<file path="config.mk">
export PLATFORM = sky130hd
export DESIGN_NAME = pdpc_top
export DESIGN_NICKNAME = d
export VERILOG_FILES = /design/src/design/pdpc_pkg.sv /design/src/design/pdpc_top.sv
export SDC_FILE = /design/constraint.sdc
export NUM_CORES = 1
export LEC_CHECK = 0
export ABC_AREA = 1
export BUFFER_PORTS_ARGS = -buffer_cell sky130_fd_sc_hd__buf_2
export CAP_MARGIN = 20
export CORE_ASPECT_RATIO = 0.6
export CORE_UTILIZATION = 64
export CTS_BUF_LIST = sky130_fd_sc_hd__clkbuf_16
export CTS_CLUSTER_DIAMETER = 150
export DETAILED_ROUTE_END_ITERATION = 16
export PLACE_DENSITY = 0.87
export REMOVE_ABC_BUFFERS = 1
export SLEW_MARGIN = 20
export SYNTH_ARGS = -nofsm -noshare
export SYNTH_HDL_FRONTEND = slang
export SYNTH_SLANG_ARGS = --single-unit
</file>
<file path="constraint.sdc">
create_clock -name sys_clk -period 7.7 [get_ports sys_clk]
set_input_delay 1.54 -clock sys_clk [delete_from_list [all_inputs] [get_ports sys_clk]]
set_output_delay 1.54 -clock sys_clk [all_outputs]
set_load 0.005 [all_outputs]
</file>
<file path="src/design/pdpc_pkg.sv">
// shared constants and types for the divider and phase detector control block
package pdpc_pkg;
   // ---------------------------------------------------------------
   // register map (byte addresses)
   // ---------------------------------------------------------------
   localparam logic [7:0] PDPC_CTRL_OFS   = 8'h00;
   localparam logic [7:0] PDPC_RDIV_OFS   = 8'h04;
   localparam logic [7:0] PDPC_NINT_OFS   = 8'h08;
   localparam logic [7:0] PDPC_NFRAC_OFS  = 8'h0C;
   localparam logic [7:0] PDPC_STATUS_OFS = 8'h10;
   localparam int         PDPC_ADDR_W     = 8;

   // ---------------------------------------------------------------
   // control field positions and reset values
   // ---------------------------------------------------------------
   localparam int PDPC_CTRL_FRAC_BIT  = 0;   // fractional mode
   localparam int PDPC_CTRL_INV_BIT   = 1;   // detector polarity invert
   localparam int PDPC_CTRL_UP_BIT    = 2;   // up request allow
   localparam int PDPC_CTRL_DN_BIT    = 3;   // down request allow
   localparam logic [3:0]  PDPC_CTRL_RST  = 4'hC;
   localparam logic [13:0] PDPC_RDIV_RST  = 14'h0001;
   localparam logic [16:0] PDPC_NINT_RST  = 17'h0_0064;

   // status field positions
   localparam int PDPC_STAT_UP_BIT    = 0;
   localparam int PDPC_STAT_DN_BIT    = 1;
   localparam int PDPC_STAT_HIZ_BIT   = 2;
   localparam int PDPC_STAT_PFD_LSB   = 4;
   localparam int PDPC_STAT_RCNT_LSB  = 16;

   // ---------------------------------------------------------------
   // divide ratio limits
   // ---------------------------------------------------------------
   localparam logic [13:0] PDPC_RDIV_MIN      = 14'h0001;
   localparam logic [16:0] PDPC_NFRAC_MIN     = 17'h0_0024; // 36
   localparam logic [16:0] PDPC_NFRAC_INT_MAX = 17'h0_FFFE; // plus carry gives 65,535
   localparam logic [16:0] PDPC_NFRAC_AVG_MAX = 17'h0_FFFF; // 65,535
   localparam logic [16:0] PDPC_NINT_MIN      = 17'h0_0020; // 32
   localparam logic [16:0] PDPC_NINT_MAX      = 17'h1_001F; // 65,567

   // detector states, gray along idle-up and idle-down paths
   typedef enum logic [1:0] {
      PDPC_IDLE = 2'b00,
      PDPC_UP   = 2'b01,
      PDPC_DN   = 2'b10
   } pdpc_pfd_t;
endpackage : pdpc_pkg

</file>
<file path="src/design/pdpc_top.sv">
// reference and feedback dividers, phase detector and charge pump control, AHB-Lite slave
// Function
// - reference divided by 14-bit ratio 1..16383
// - fractional mode average ratio 36..65535
// - integer mode ratio 32..65567
// - detector compares divided reference and feedback
// - polarity invert swaps up and down
// - cleared up allow blocks up requests
// - cleared down allow blocks down requests
// - both cleared tri-states pump, rest runs
//
// The address map and register access over AHB-Lite were left to the implementer.
`timescale 1ns/1ps
`default_nettype none
module pdpc_top
   import pdpc_pkg::*;
#(
   parameter int RDIV_W = 14,
   parameter int NDIV_W = 17,
   parameter int FRAC_W = 16
) (
   input  wire logic                   sys_clk,
   input  wire logic                   rst_n,
   input  wire logic                   hsel,
   input  wire logic [31:0]            haddr,
   input  wire logic [1:0]             htrans,
   input  wire logic                   hwrite,
   input  wire logic [2:0]             hsize,
   input  wire logic                   hready,
   input  wire logic [31:0]            hwdata,
   output logic      [31:0]            hrdata,
   output logic                        hreadyout,
   output logic                        hresp,
   input  wire logic                   ref_in,
   input  wire logic                   vco_in,
   output logic                        ref_div_out,
   output logic                        vco_div_out,
   output logic                        cp_up,
   output logic                        cp_down,
   output logic                        cp_oe_n
);
   // ---------------------------------------------------------------
   // state
   // ---------------------------------------------------------------
   typedef struct packed {
      logic [2:0]             ref_s;    // sync pair plus previous
      logic [2:0]             vco_s;
      logic [RDIV_W-1:0]      ref_cnt;
      logic [NDIV_W-1:0]      vco_cnt;
      logic [FRAC_W-1:0]      acc;
      logic                   carry;
      pdpc_pfd_t              pfd;
      logic                   up;
      logic                   dn;
      logic                   hiz;
      logic                   ref_p;
      logic                   vco_p;
      logic [3:0]             ctrl;
      logic [RDIV_W-1:0]      rdiv;
      logic [NDIV_W-1:0]      nint;
      logic [FRAC_W-1:0]      nfrac;
      logic [PDPC_ADDR_W-1:0] wr_addr;
      logic                   wr_pend;
      logic [31:0]            rdata;
   } pdpc_state_t;

   pdpc_state_t s_q;
   pdpc_state_t s_d;

   // clamp a ratio into [lo, hi]
   function automatic logic [NDIV_W-1:0] pdpc_clamp(input logic [NDIV_W-1:0] v,
                                                    input logic [NDIV_W-1:0] lo,
                                                    input logic [NDIV_W-1:0] hi);
      pdpc_clamp = (v < lo) ? lo : ((v > hi) ? hi : v);
   endfunction : pdpc_clamp

   logic                   ref_edge;
   logic                   vco_edge;
   logic                   ref_div;
   logic                   vco_div;
   logic [RDIV_W-1:0]      rdiv_eff;
   logic [NDIV_W-1:0]      nint_eff;
   logic [NDIV_W-1:0]      n_eff;
   logic [FRAC_W:0]        acc_sum;
   logic                   frac_mode;
   logic                   raw_up;
   logic                   raw_dn;
   logic                   addr_ok;

   // ---------------------------------------------------------------
   // ratio selection and divider terminal counts
   // ---------------------------------------------------------------
   // edges come from stages 1 and 2 only; stage 0 feeds stage 1 alone
   always_comb begin
      frac_mode = s_q.ctrl[PDPC_CTRL_FRAC_BIT];
      ref_edge  = s_q.ref_s[1] & ~s_q.ref_s[2];
      vco_edge  = s_q.vco_s[1] & ~s_q.vco_s[2];
      rdiv_eff  = (s_q.rdiv < PDPC_RDIV_MIN) ? PDPC_RDIV_MIN : s_q.rdiv;
      if (frac_mode) begin
         nint_eff = pdpc_clamp(s_q.nint, PDPC_NFRAC_MIN, PDPC_NFRAC_INT_MAX);
      end else begin
         nint_eff = pdpc_clamp(s_q.nint, PDPC_NINT_MIN, PDPC_NINT_MAX);
      end
      n_eff   = nint_eff + NDIV_W'(s_q.carry & frac_mode);
      // at or past the end: a ratio lowered mid-count must not strand the counter
      ref_div = ref_edge && (s_q.ref_cnt >= rdiv_eff - RDIV_W'(1));
      vco_div = vco_edge && (s_q.vco_cnt >= n_eff - NDIV_W'(1));
      acc_sum = {1'b0, s_q.acc} + {1'b0, s_q.nfrac};
   end

   // ---------------------------------------------------------------
   // next state
   // ---------------------------------------------------------------
   always_comb begin
      s_d       = s_q;
      s_d.ref_s = {s_q.ref_s[1:0], ref_in};
      s_d.vco_s = {s_q.vco_s[1:0], vco_in};
      s_d.ref_p = ref_div;
      s_d.vco_p = vco_div;

      // dividers free run whatever the pump mask says
      if (ref_edge) begin
         s_d.ref_cnt = ref_div ? '0 : s_q.ref_cnt + RDIV_W'(1);
      end
      if (vco_edge) begin
         s_d.vco_cnt = vco_div ? '0 : s_q.vco_cnt + NDIV_W'(1);
      end
      // first-order accumulator picks N or N+1 for the next cycle
      if (vco_div) begin
         s_d.acc   = frac_mode ? acc_sum[FRAC_W-1:0] : '0;
         s_d.carry = frac_mode & acc_sum[FRAC_W];
      end

      // phase detector: a simultaneous pair cancels at once
      case (s_q.pfd)
         PDPC_IDLE: begin
            if (ref_div && !vco_div) begin
               s_d.pfd = PDPC_UP;
            end else if (vco_div && !ref_div) begin
               s_d.pfd = PDPC_DN;
            end
         end
         PDPC_UP: begin
            if (vco_div) begin
               s_d.pfd = PDPC_IDLE;
            end
         end
         PDPC_DN: begin
            if (ref_div) begin
               s_d.pfd = PDPC_IDLE;
            end
         end
         default: begin
            s_d.pfd = PDPC_IDLE;
         end
      endcase
      raw_up = (s_d.pfd == PDPC_UP);
      raw_dn = (s_d.pfd == PDPC_DN);
      if (s_q.ctrl[PDPC_CTRL_INV_BIT]) begin
         s_d.up = raw_dn & s_q.ctrl[PDPC_CTRL_UP_BIT];
         s_d.dn = raw_up & s_q.ctrl[PDPC_CTRL_DN_BIT];
      end else begin
         s_d.up = raw_up & s_q.ctrl[PDPC_CTRL_UP_BIT];
         s_d.dn = raw_dn & s_q.ctrl[PDPC_CTRL_DN_BIT];
      end
      s_d.hiz = ~(s_q.ctrl[PDPC_CTRL_UP_BIT] | s_q.ctrl[PDPC_CTRL_DN_BIT]);

      // bus write lands in the data phase
      if (s_q.wr_pend) begin
         if (s_q.wr_addr == PDPC_CTRL_OFS) begin
            s_d.ctrl = hwdata[3:0];
         end else if (s_q.wr_addr == PDPC_RDIV_OFS) begin
            s_d.rdiv = hwdata[RDIV_W-1:0];
         end else if (s_q.wr_addr == PDPC_NINT_OFS) begin
            s_d.nint = hwdata[NDIV_W-1:0];
         end else if (s_q.wr_addr == PDPC_NFRAC_OFS) begin
            s_d.nfrac = hwdata[FRAC_W-1:0];
         end
      end

      // address phase; read decode sees a write that lands this cycle
      addr_ok   = hsel && htrans[1] && hready;
      s_d.wr_pend = addr_ok && hwrite && (haddr[31:PDPC_ADDR_W] == '0);
      s_d.wr_addr = haddr[PDPC_ADDR_W-1:0];
      s_d.rdata   = '0;
      if (addr_ok && !hwrite && haddr[31:PDPC_ADDR_W] == '0) begin
         if (haddr[PDPC_ADDR_W-1:0] == PDPC_CTRL_OFS) begin
            s_d.rdata[3:0] = s_d.ctrl;
         end else if (haddr[PDPC_ADDR_W-1:0] == PDPC_RDIV_OFS) begin
            s_d.rdata[RDIV_W-1:0] = s_d.rdiv;
         end else if (haddr[PDPC_ADDR_W-1:0] == PDPC_NINT_OFS) begin
            s_d.rdata[NDIV_W-1:0] = s_d.nint;
         end else if (haddr[PDPC_ADDR_W-1:0] == PDPC_NFRAC_OFS) begin
            s_d.rdata[FRAC_W-1:0] = s_d.nfrac;
         end else if (haddr[PDPC_ADDR_W-1:0] == PDPC_STATUS_OFS) begin
            s_d.rdata[PDPC_STAT_UP_BIT]  = s_q.up;
            s_d.rdata[PDPC_STAT_DN_BIT]  = s_q.dn;
            s_d.rdata[PDPC_STAT_HIZ_BIT] = s_q.hiz;
            s_d.rdata[PDPC_STAT_PFD_LSB +: 2] = s_q.pfd;
            s_d.rdata[PDPC_STAT_RCNT_LSB +: RDIV_W] = s_q.ref_cnt;
         end
      end
   end

   // ---------------------------------------------------------------
   // registers
   // ---------------------------------------------------------------
   always_ff @(posedge sys_clk or negedge rst_n) begin
      if (!rst_n) begin
         s_q      <= '0;
         s_q.pfd  <= PDPC_IDLE;
         s_q.ctrl <= PDPC_CTRL_RST;
         s_q.rdiv <= PDPC_RDIV_RST;
         s_q.nint <= PDPC_NINT_RST;
      end else begin
         s_q <= s_d;
      end
   end

   // zero wait states, always OKAY
   assign hreadyout   = 1'b1;
   assign hresp       = 1'b0;
   assign hrdata      = s_q.rdata;
   assign ref_div_out = s_q.ref_p;
   assign vco_div_out = s_q.vco_p;
   assign cp_up       = s_q.up;
   assign cp_down     = s_q.dn;
   assign cp_oe_n     = s_q.hiz;

   // ---------------------------------------------------------------
   // checks
   // ---------------------------------------------------------------
   ref_div_edge_a: assert property (@(posedge sys_clk) disable iff (!rst_n)
      ref_div |-> ref_edge) else $error("reference divide pulse without edge");
   // a ratio write may leave the count high until the next reference edge
   ref_cnt_range_a: assert property (@(posedge sys_clk) disable iff (!rst_n)
      (ref_edge && !s_q.wr_pend) |=> s_q.ref_cnt < rdiv_eff)
      else $error("reference count beyond ratio");
   frac_ratio_a: assert property (@(posedge sys_clk) disable iff (!rst_n)
      frac_mode |-> (n_eff >= PDPC_NFRAC_MIN && n_eff <= PDPC_NFRAC_AVG_MAX))
      else $error("fractional ratio out of range");
   int_ratio_a: assert property (@(posedge sys_clk) disable iff (!rst_n)
      !frac_mode |-> (n_eff >= PDPC_NINT_MIN && n_eff <= PDPC_NINT_MAX))
      else $error("integer ratio out of range");
   pfd_up_set_a: assert property (@(posedge sys_clk) disable iff (!rst_n)
      (s_q.pfd == PDPC_IDLE && ref_div && !vco_div && s_q.ctrl == PDPC_CTRL_RST)
      |=> cp_up && !cp_down) else $error("reference edge did not raise up");
   pfd_invert_a: assert property (@(posedge sys_clk) disable iff (!rst_n)
      ($past(s_q.ctrl[PDPC_CTRL_INV_BIT]) && cp_up) |-> s_q.pfd == PDPC_DN)
      else $error("inverted up not from down state");
   up_mask_a: assert property (@(posedge sys_clk) disable iff (!rst_n)
      cp_up |-> $past(s_q.ctrl[PDPC_CTRL_UP_BIT])) else $error("up while masked");
   dn_mask_a: assert property (@(posedge sys_clk) disable iff (!rst_n)
      cp_down |-> $past(s_q.ctrl[PDPC_CTRL_DN_BIT])) else $error("down while masked");
   pump_hiz_a: assert property (@(posedge sys_clk) disable iff (!rst_n)
      cp_oe_n == !($past(s_q.ctrl[PDPC_CTRL_UP_BIT]) || $past(s_q.ctrl[PDPC_CTRL_DN_BIT])))
      else $error("pump enable does not follow masks");
   pfd_clear_a: assert property (@(posedge sys_clk) disable iff (!rst_n)
      (s_q.pfd == PDPC_UP && vco_div) |=> s_q.pfd == PDPC_IDLE)
      else $error("up request not cleared");
endmodule : pdpc_top
`default_nettype wire

</file>
# ---- Yosys cells after proc, flatten, opt, wreduce, memory -nomap -nowiden
# Index checks and enable logic that the tools add are counted.
# Widths: inputs -> output; s select.
dict set report word_totals {
  word_cells 110
  out_inout_bits 39
  inputBits 76
  regBits 151
}
dict set report classes {
  n_addsub 6
  bitwise_logic 12
  magnitude_cmp 7
  n_reduce_logical 17
  eq_ne 11
  n_mux 38
}
# cell n
set ops {}
lappend ops {{$mux 17} 8}
lappend ops {{$mux 14} 6}
lappend ops {{$mux 16} 4}
lappend ops {{$mux 51} 1}
lappend ops {{$mux 47} 1}
lappend ops {{$lt 17x6->1 const B} 2}
lappend ops {{$mux 33} 1}
lappend ops {{$eq 8x4->1 const B} 4}
lappend ops {{$mux 30} 1}
lappend ops {{$mux 26} 1}
lappend ops {{$logic_not 24->1} 1}
lappend ops {{$add 16x16->17} 1}
lappend ops {{$add 17x1->17} 1}
lappend ops {{$add 17x1->17 const B} 1}
lappend ops {{$ge 17x17->1} 1}
lappend ops {{$gt 17x16->1 const B} 1}
lappend ops {{$gt 17x17->1 const B} 1}
lappend ops {{$sub 17x1->17 const B} 1}
lappend ops {{$eq 8x3->1 const B} 2}
lappend ops {{$logic_not 8->1} 2}
lappend ops {{$add 14x1->14 const B} 1}
lappend ops {{$ge 14x14->1} 1}
lappend ops {{$lt 14x1->1 const B} 1}
lappend ops {{$mux 2} 7}
lappend ops {{16 further kinds} 40}

# ---- Logic depth before layout (Yosys ltp)
dict set report depth {
  depth_word 15
  mapped_depth 30
  depth_no_buf 29
}

# ---- Worst setup path after synthesis
# OpenSTA, ideal clock, no wires.
dict set report synth_path {
  path_kind {reg-to-reg}
  from {register s_q[67] in the netlist's numbering}
  to {register s_q[110] in the netlist's numbering}
  path_stages_with_launch 24
  arrival_ps 3313
  required_time_ps 7617
  synth_period_minus_slack_ps 3396
  setup_ps 83
  path_slack_ps 4304
  n_path_buf 0
  path_cell_list {dfrtp_1 -> nor2_1 -> nand2_1 -> inv_1 -> nand3_2 -> nand2_2 -> inv_2 -> o21ai_0 -> nand2_1 -> ha_1 -> ha_1 -> nand2_1 -> nor2_1 -> xnor2_1 -> ha_1 -> nand2_1 -> nor2_1 -> nor3b_1 -> nand3b_1 -> nand4_1 -> nand2_2 -> nor2_2 -> inv_1 -> o21ai_0}
}
dict set report synth_between {
  elab_chain_cells 8
  word_cells_on_any_way 13
  cone_classes {add/sub: 2; order compare: 5; mux: 5; reduce/logical: 1}
}
# item line
set synth_lines {}
lappend synth_lines {{start: declaration} pdpc_top.sv:67} ;# pdpc_state_t s_q;
lappend synth_lines {{$gt 17x17->1 or $gt 17x16->1 (tied branches)} pdpc_top.sv:74} ;# pdpc_clamp = (v < lo) ? lo : ((v > hi) ? hi : v);
lappend synth_lines {{$mux 17 (2 in series)} pdpc_top.sv:74}
lappend synth_lines {{$mux 17 (*)} pdpc_top.sv:99} ;# if (frac_mode) begin
lappend synth_lines {{$add 17x1->17 (*)} pdpc_top.sv:104} ;# n_eff = nint_eff + NDIV_W'(s_q.carry & frac_mode);
lappend synth_lines {{$sub 17x1->17 (*)} pdpc_top.sv:107} ;# vco_div = vco_edge && (s_q.vco_cnt >= n_eff - NDIV_W'(1));
lappend synth_lines {{$ge 17x17->1 (*)} pdpc_top.sv:107}
lappend synth_lines {{$logic_and 1x1->1 (*)} pdpc_top.sv:107}
# Every way passes the cells marked *; elsewhere a longest branch is shown, timed or not.
# A chain may end at the register's enable or synchronous reset.

# ---- Worst setup path in the final report
dict set report layout_path {
  from {register s_q, in the netlist frac_mode}
  to {register s_q[112] in the netlist's numbering}
}
dict set report layout_between {
  elab_chain_cells 5
  word_cells_on_any_way 7
  cone_classes {add/sub: 2; order compare: 1; mux: 2; bitwise: 1; reduce/logical: 1}
}
# item line
set layout_lines {}
lappend layout_lines {{$mux 17 or $and 1x1->1 (tied branches)} {pdpc_top.sv:99, pdpc_top.sv:104}}
lappend layout_lines {{$add 17x1->17} pdpc_top.sv:104}
lappend layout_lines {{$sub 17x1->17} pdpc_top.sv:107}
lappend layout_lines {{$ge 17x17->1} pdpc_top.sv:107}
lappend layout_lines {{$logic_and 1x1->1} pdpc_top.sv:107}
# Parallel ways exist; a longest one is shown, timed or not.

==> results.cfg <==
[cts]
cts_tree = yes
numClockSinks = 151
clk_latency_ns = 0.43
root_buffer = clkbuf_16
path_clk_slew_ns = 0.07
htree_levels = 4
hold_buffers = 0
cts_buffers = 17
clk_path_buf_depth = 2
post-cts-setup-buffers = 0
cts-resized-gates = 0

[global_routing]
globalRouteMet3Util_pct = 10.8
grt_util_all_layers_pct = 34.1
grt_overflow = 0
grt_pass1_wl_um = 38700
grtUsageMet1_pct = 48.4
grt_pass1_vias = 7916
antenna_found_initial = 0
grt_busiest_layer = met2
grt_start_max_net_pins = 102
grtUsageMet2_pct = 50.5

[worst_setup_path]
arrival_ns = 5.66
critPathTopFamily = simple AND/OR/NAND/NOR gates
max_stage_delay_ns = 0.78
worstSetupEndpointType = register
path_depth = 20
crit_slowest_cell = dfrtp_1
crit_chain = inv_1 > nand2_2 > o21ai_0 > nand2_1 > ha_1 > ha_1 > inv_1 > nor2_4 > nand2_1 > nand2_1 > nand2_1 > ha_1 > nand2_1 > nor3_1 > nand3b_1 > nand4_1 > nand2_2 > nor2_2 > inv_1 > o21ai_0
path_max_fanout = 25
crit_top_cell = nand2_1
crit_path_start_kind = register
worst_r2r_path_depth = 20
cp.buffers_inverters = 3
cp.required_ns = 8.03
crit_type = register to register

[yosys]
synth_cells = 1187
yosysMostFrequentCell = nand2_1
async_flop_share_pct = 100
syn-cell-area_sq_um = 9190
yosysWarnings = 0
synth_ff_type = dfrtp_1
yosysSeqAreaShare_pct = 41.2
yosys.area.top_type = dfrtp_1
synth.top_cell.area_share_pct = 39.5
syn_area_per_cell_sq_um = 7.74
yosysUniqueCellTypes = 47
ys_ff_latch = 151
synth_edf_count = 0
synth_area_leaders = dfrtp_1 39%, nand2_1 12%, ha_1 7.1%, inv_1 5.5%, o21ai_0 5.1%
synth_common_cells = 283 x nand2_1, 145 x dfrtp_1, 134 x inv_1

[floorplan]
rows = 33
top_level_ports = 115
die_area_sq_um = 14900
initial_core_util_pct = 66.4
core_sq_um = 13800
die_h_um = 94.8
fp.dieW_um = 157

[min_path]
hold_path_depth = 0
hp-class = register to register

[cells_and_area]
antennaDiodeCount = 0
drive_gt1_share_pct = 14.9
fillers = 1014
area_delta_synth_final_pct = 10.5
post-route-util_pct = 73.4
nets = 1375

[drt]
firstDrtPassIters = 5
avgViaCountPerCell = 5.75
drt_iter0_drc = 814
wire_per_inst_um = 16.1
wl_um = 23400
drc_errors = 0
postRouteAntennaNets = 0
via_count = 8339

[timing]
fin_worst_skew_ns = 0.0113
setup_tns_ns = 0
fmax_ghz = 0.188
period_needed_ns = 5.33
tightest_slew_ns = 0.931
hold_violations = 0
slew_headroom_pct = 37.9
rsz0062_at_grt = false
timing.hold.ws_ns = 0.350
drv_slew = 0
period_share_pct = 69.2
setup_viol_count_final = 0

[placed_design]
port_buffers = 91
place_congestion = 0.962
dp_hpwl_um = 17000

[power_and_ir_drop]
power_density_nw_per_um2 = 181
p_total_w = 0.00183
ir_drop_uv = 117
p_leak_nw = 5.45

[run_status]
outcome = completed

[run]
drv_cap = 0
-- kinds of logic (layout without fill, tap and decap cells) --
group / after synthesis / after routing / share of synthesized area (%)
XOR/XNOR: 33 / 33 / 3.15
adder cells (fa/ha/maj): 53 / 53 / 7.30
flip-flops: 151 / 151 / 41.2
AO/OA/AOI/OAI: 184 / 184 / 10.9
AND/OR/NAND/NOR: 566 / 566 / 27.7
buffers and inverters: 197 / 267 / 9.58
other: 2 / 4 / 0.0817
multiplexers: 1 / 1 / 0.123
-- through the flow --
step	setup slack [ns]	cells	cell area, sq um
final	2.37	1451	10200
after detailed placement	2.77	1419	9560
after CTS	2.58	1451	10200
after global routing	2.13	1451	10200
after floorplan	4.13	1135	8850
after global placement	2.95	1419	9560
-- where the power goes --
group	switching [W]	internal, W	leakage (nW)
Clock	0.000371	0.000485	0.288
Combinational	0.0000837	0.0000481	3.34
Sequential	0.0000281	0.000819	1.82
Total	0.000483	0.00135	5.45
-- area by class of cell --
class                           count  area [sq um]  area share (%)
Timing Repair Buffer               92           469            4.62
Multi-Input combinational cell    841          4530            44.6
Clock buffer                       17           425            4.19
Tap cell                          192           240            2.37
Clock inverter                     15           164            1.61
Sequential cell                   151          3790            37.3
Inverter                          143           537            5.29
-- worst paths after layout --
path                       slack [ns]       from          end
max reg2reg                      2.37  frac_mode     s_q[112]
max in group asynchronous        5.35      rst_n   hrdata[14]
min in group asynchronous        1.19      rst_n  ref_div_out
max                              2.37  frac_mode     s_q[112]
min                              0.35   s_d[151]     s_d[152]
min reg2reg                      0.35   s_d[151]     s_d[152]
-- flip-flops by register name, summed over array words and instances (netlist names) --
| register | count |
|---|---|
| cp_down | 1 |
| cp_oe_n | 1 |
| cp_up | 1 |
| frac_mode | 1 |
| hrdata | 30 |
| ref_div_out | 1 |
| s_d | 4 |
| s_q | 111 |
| vco_div_out | 1 |
-- cell usage in the layout (no fill, tap or decap), drive strengths merged, types with 2 or more instances in the layout --
master | netlist | routed
buf | 41 | 92
o31ai | 3 | 3
nand4 | 15 | 15
bufinv | 0 | 2
or2 | 4 | 4
ha | 52 | 52
a22o | 2 | 2
a31oi | 4 | 4
conb | 2 | 4
o21ai | 102 | 102
dfstp | 6 | 6
o211ai | 13 | 13
nor3 | 30 | 30
xor2 | 19 | 19
nor3b | 9 | 9
dfrtp | 145 | 145
nor4 | 8 | 8
nor2 | 130 | 130
o21bai | 3 | 3
clkinv | 2 | 7
xnor2 | 14 | 14
inv | 141 | 148
nand3 | 64 | 64
a21oi | 53 | 53
nand3b | 4 | 4
clkbuf | 13 | 17
nand2 | 301 | 301
-- metal layers --
metal,vias to the layer above,routed length (um)
li1,3946,-
met1,3932,10700
met3,32,2560
met5,-,43
met2,427,9760
met4,2,287
Note: power is estimated with default switching activity, not from simulation.
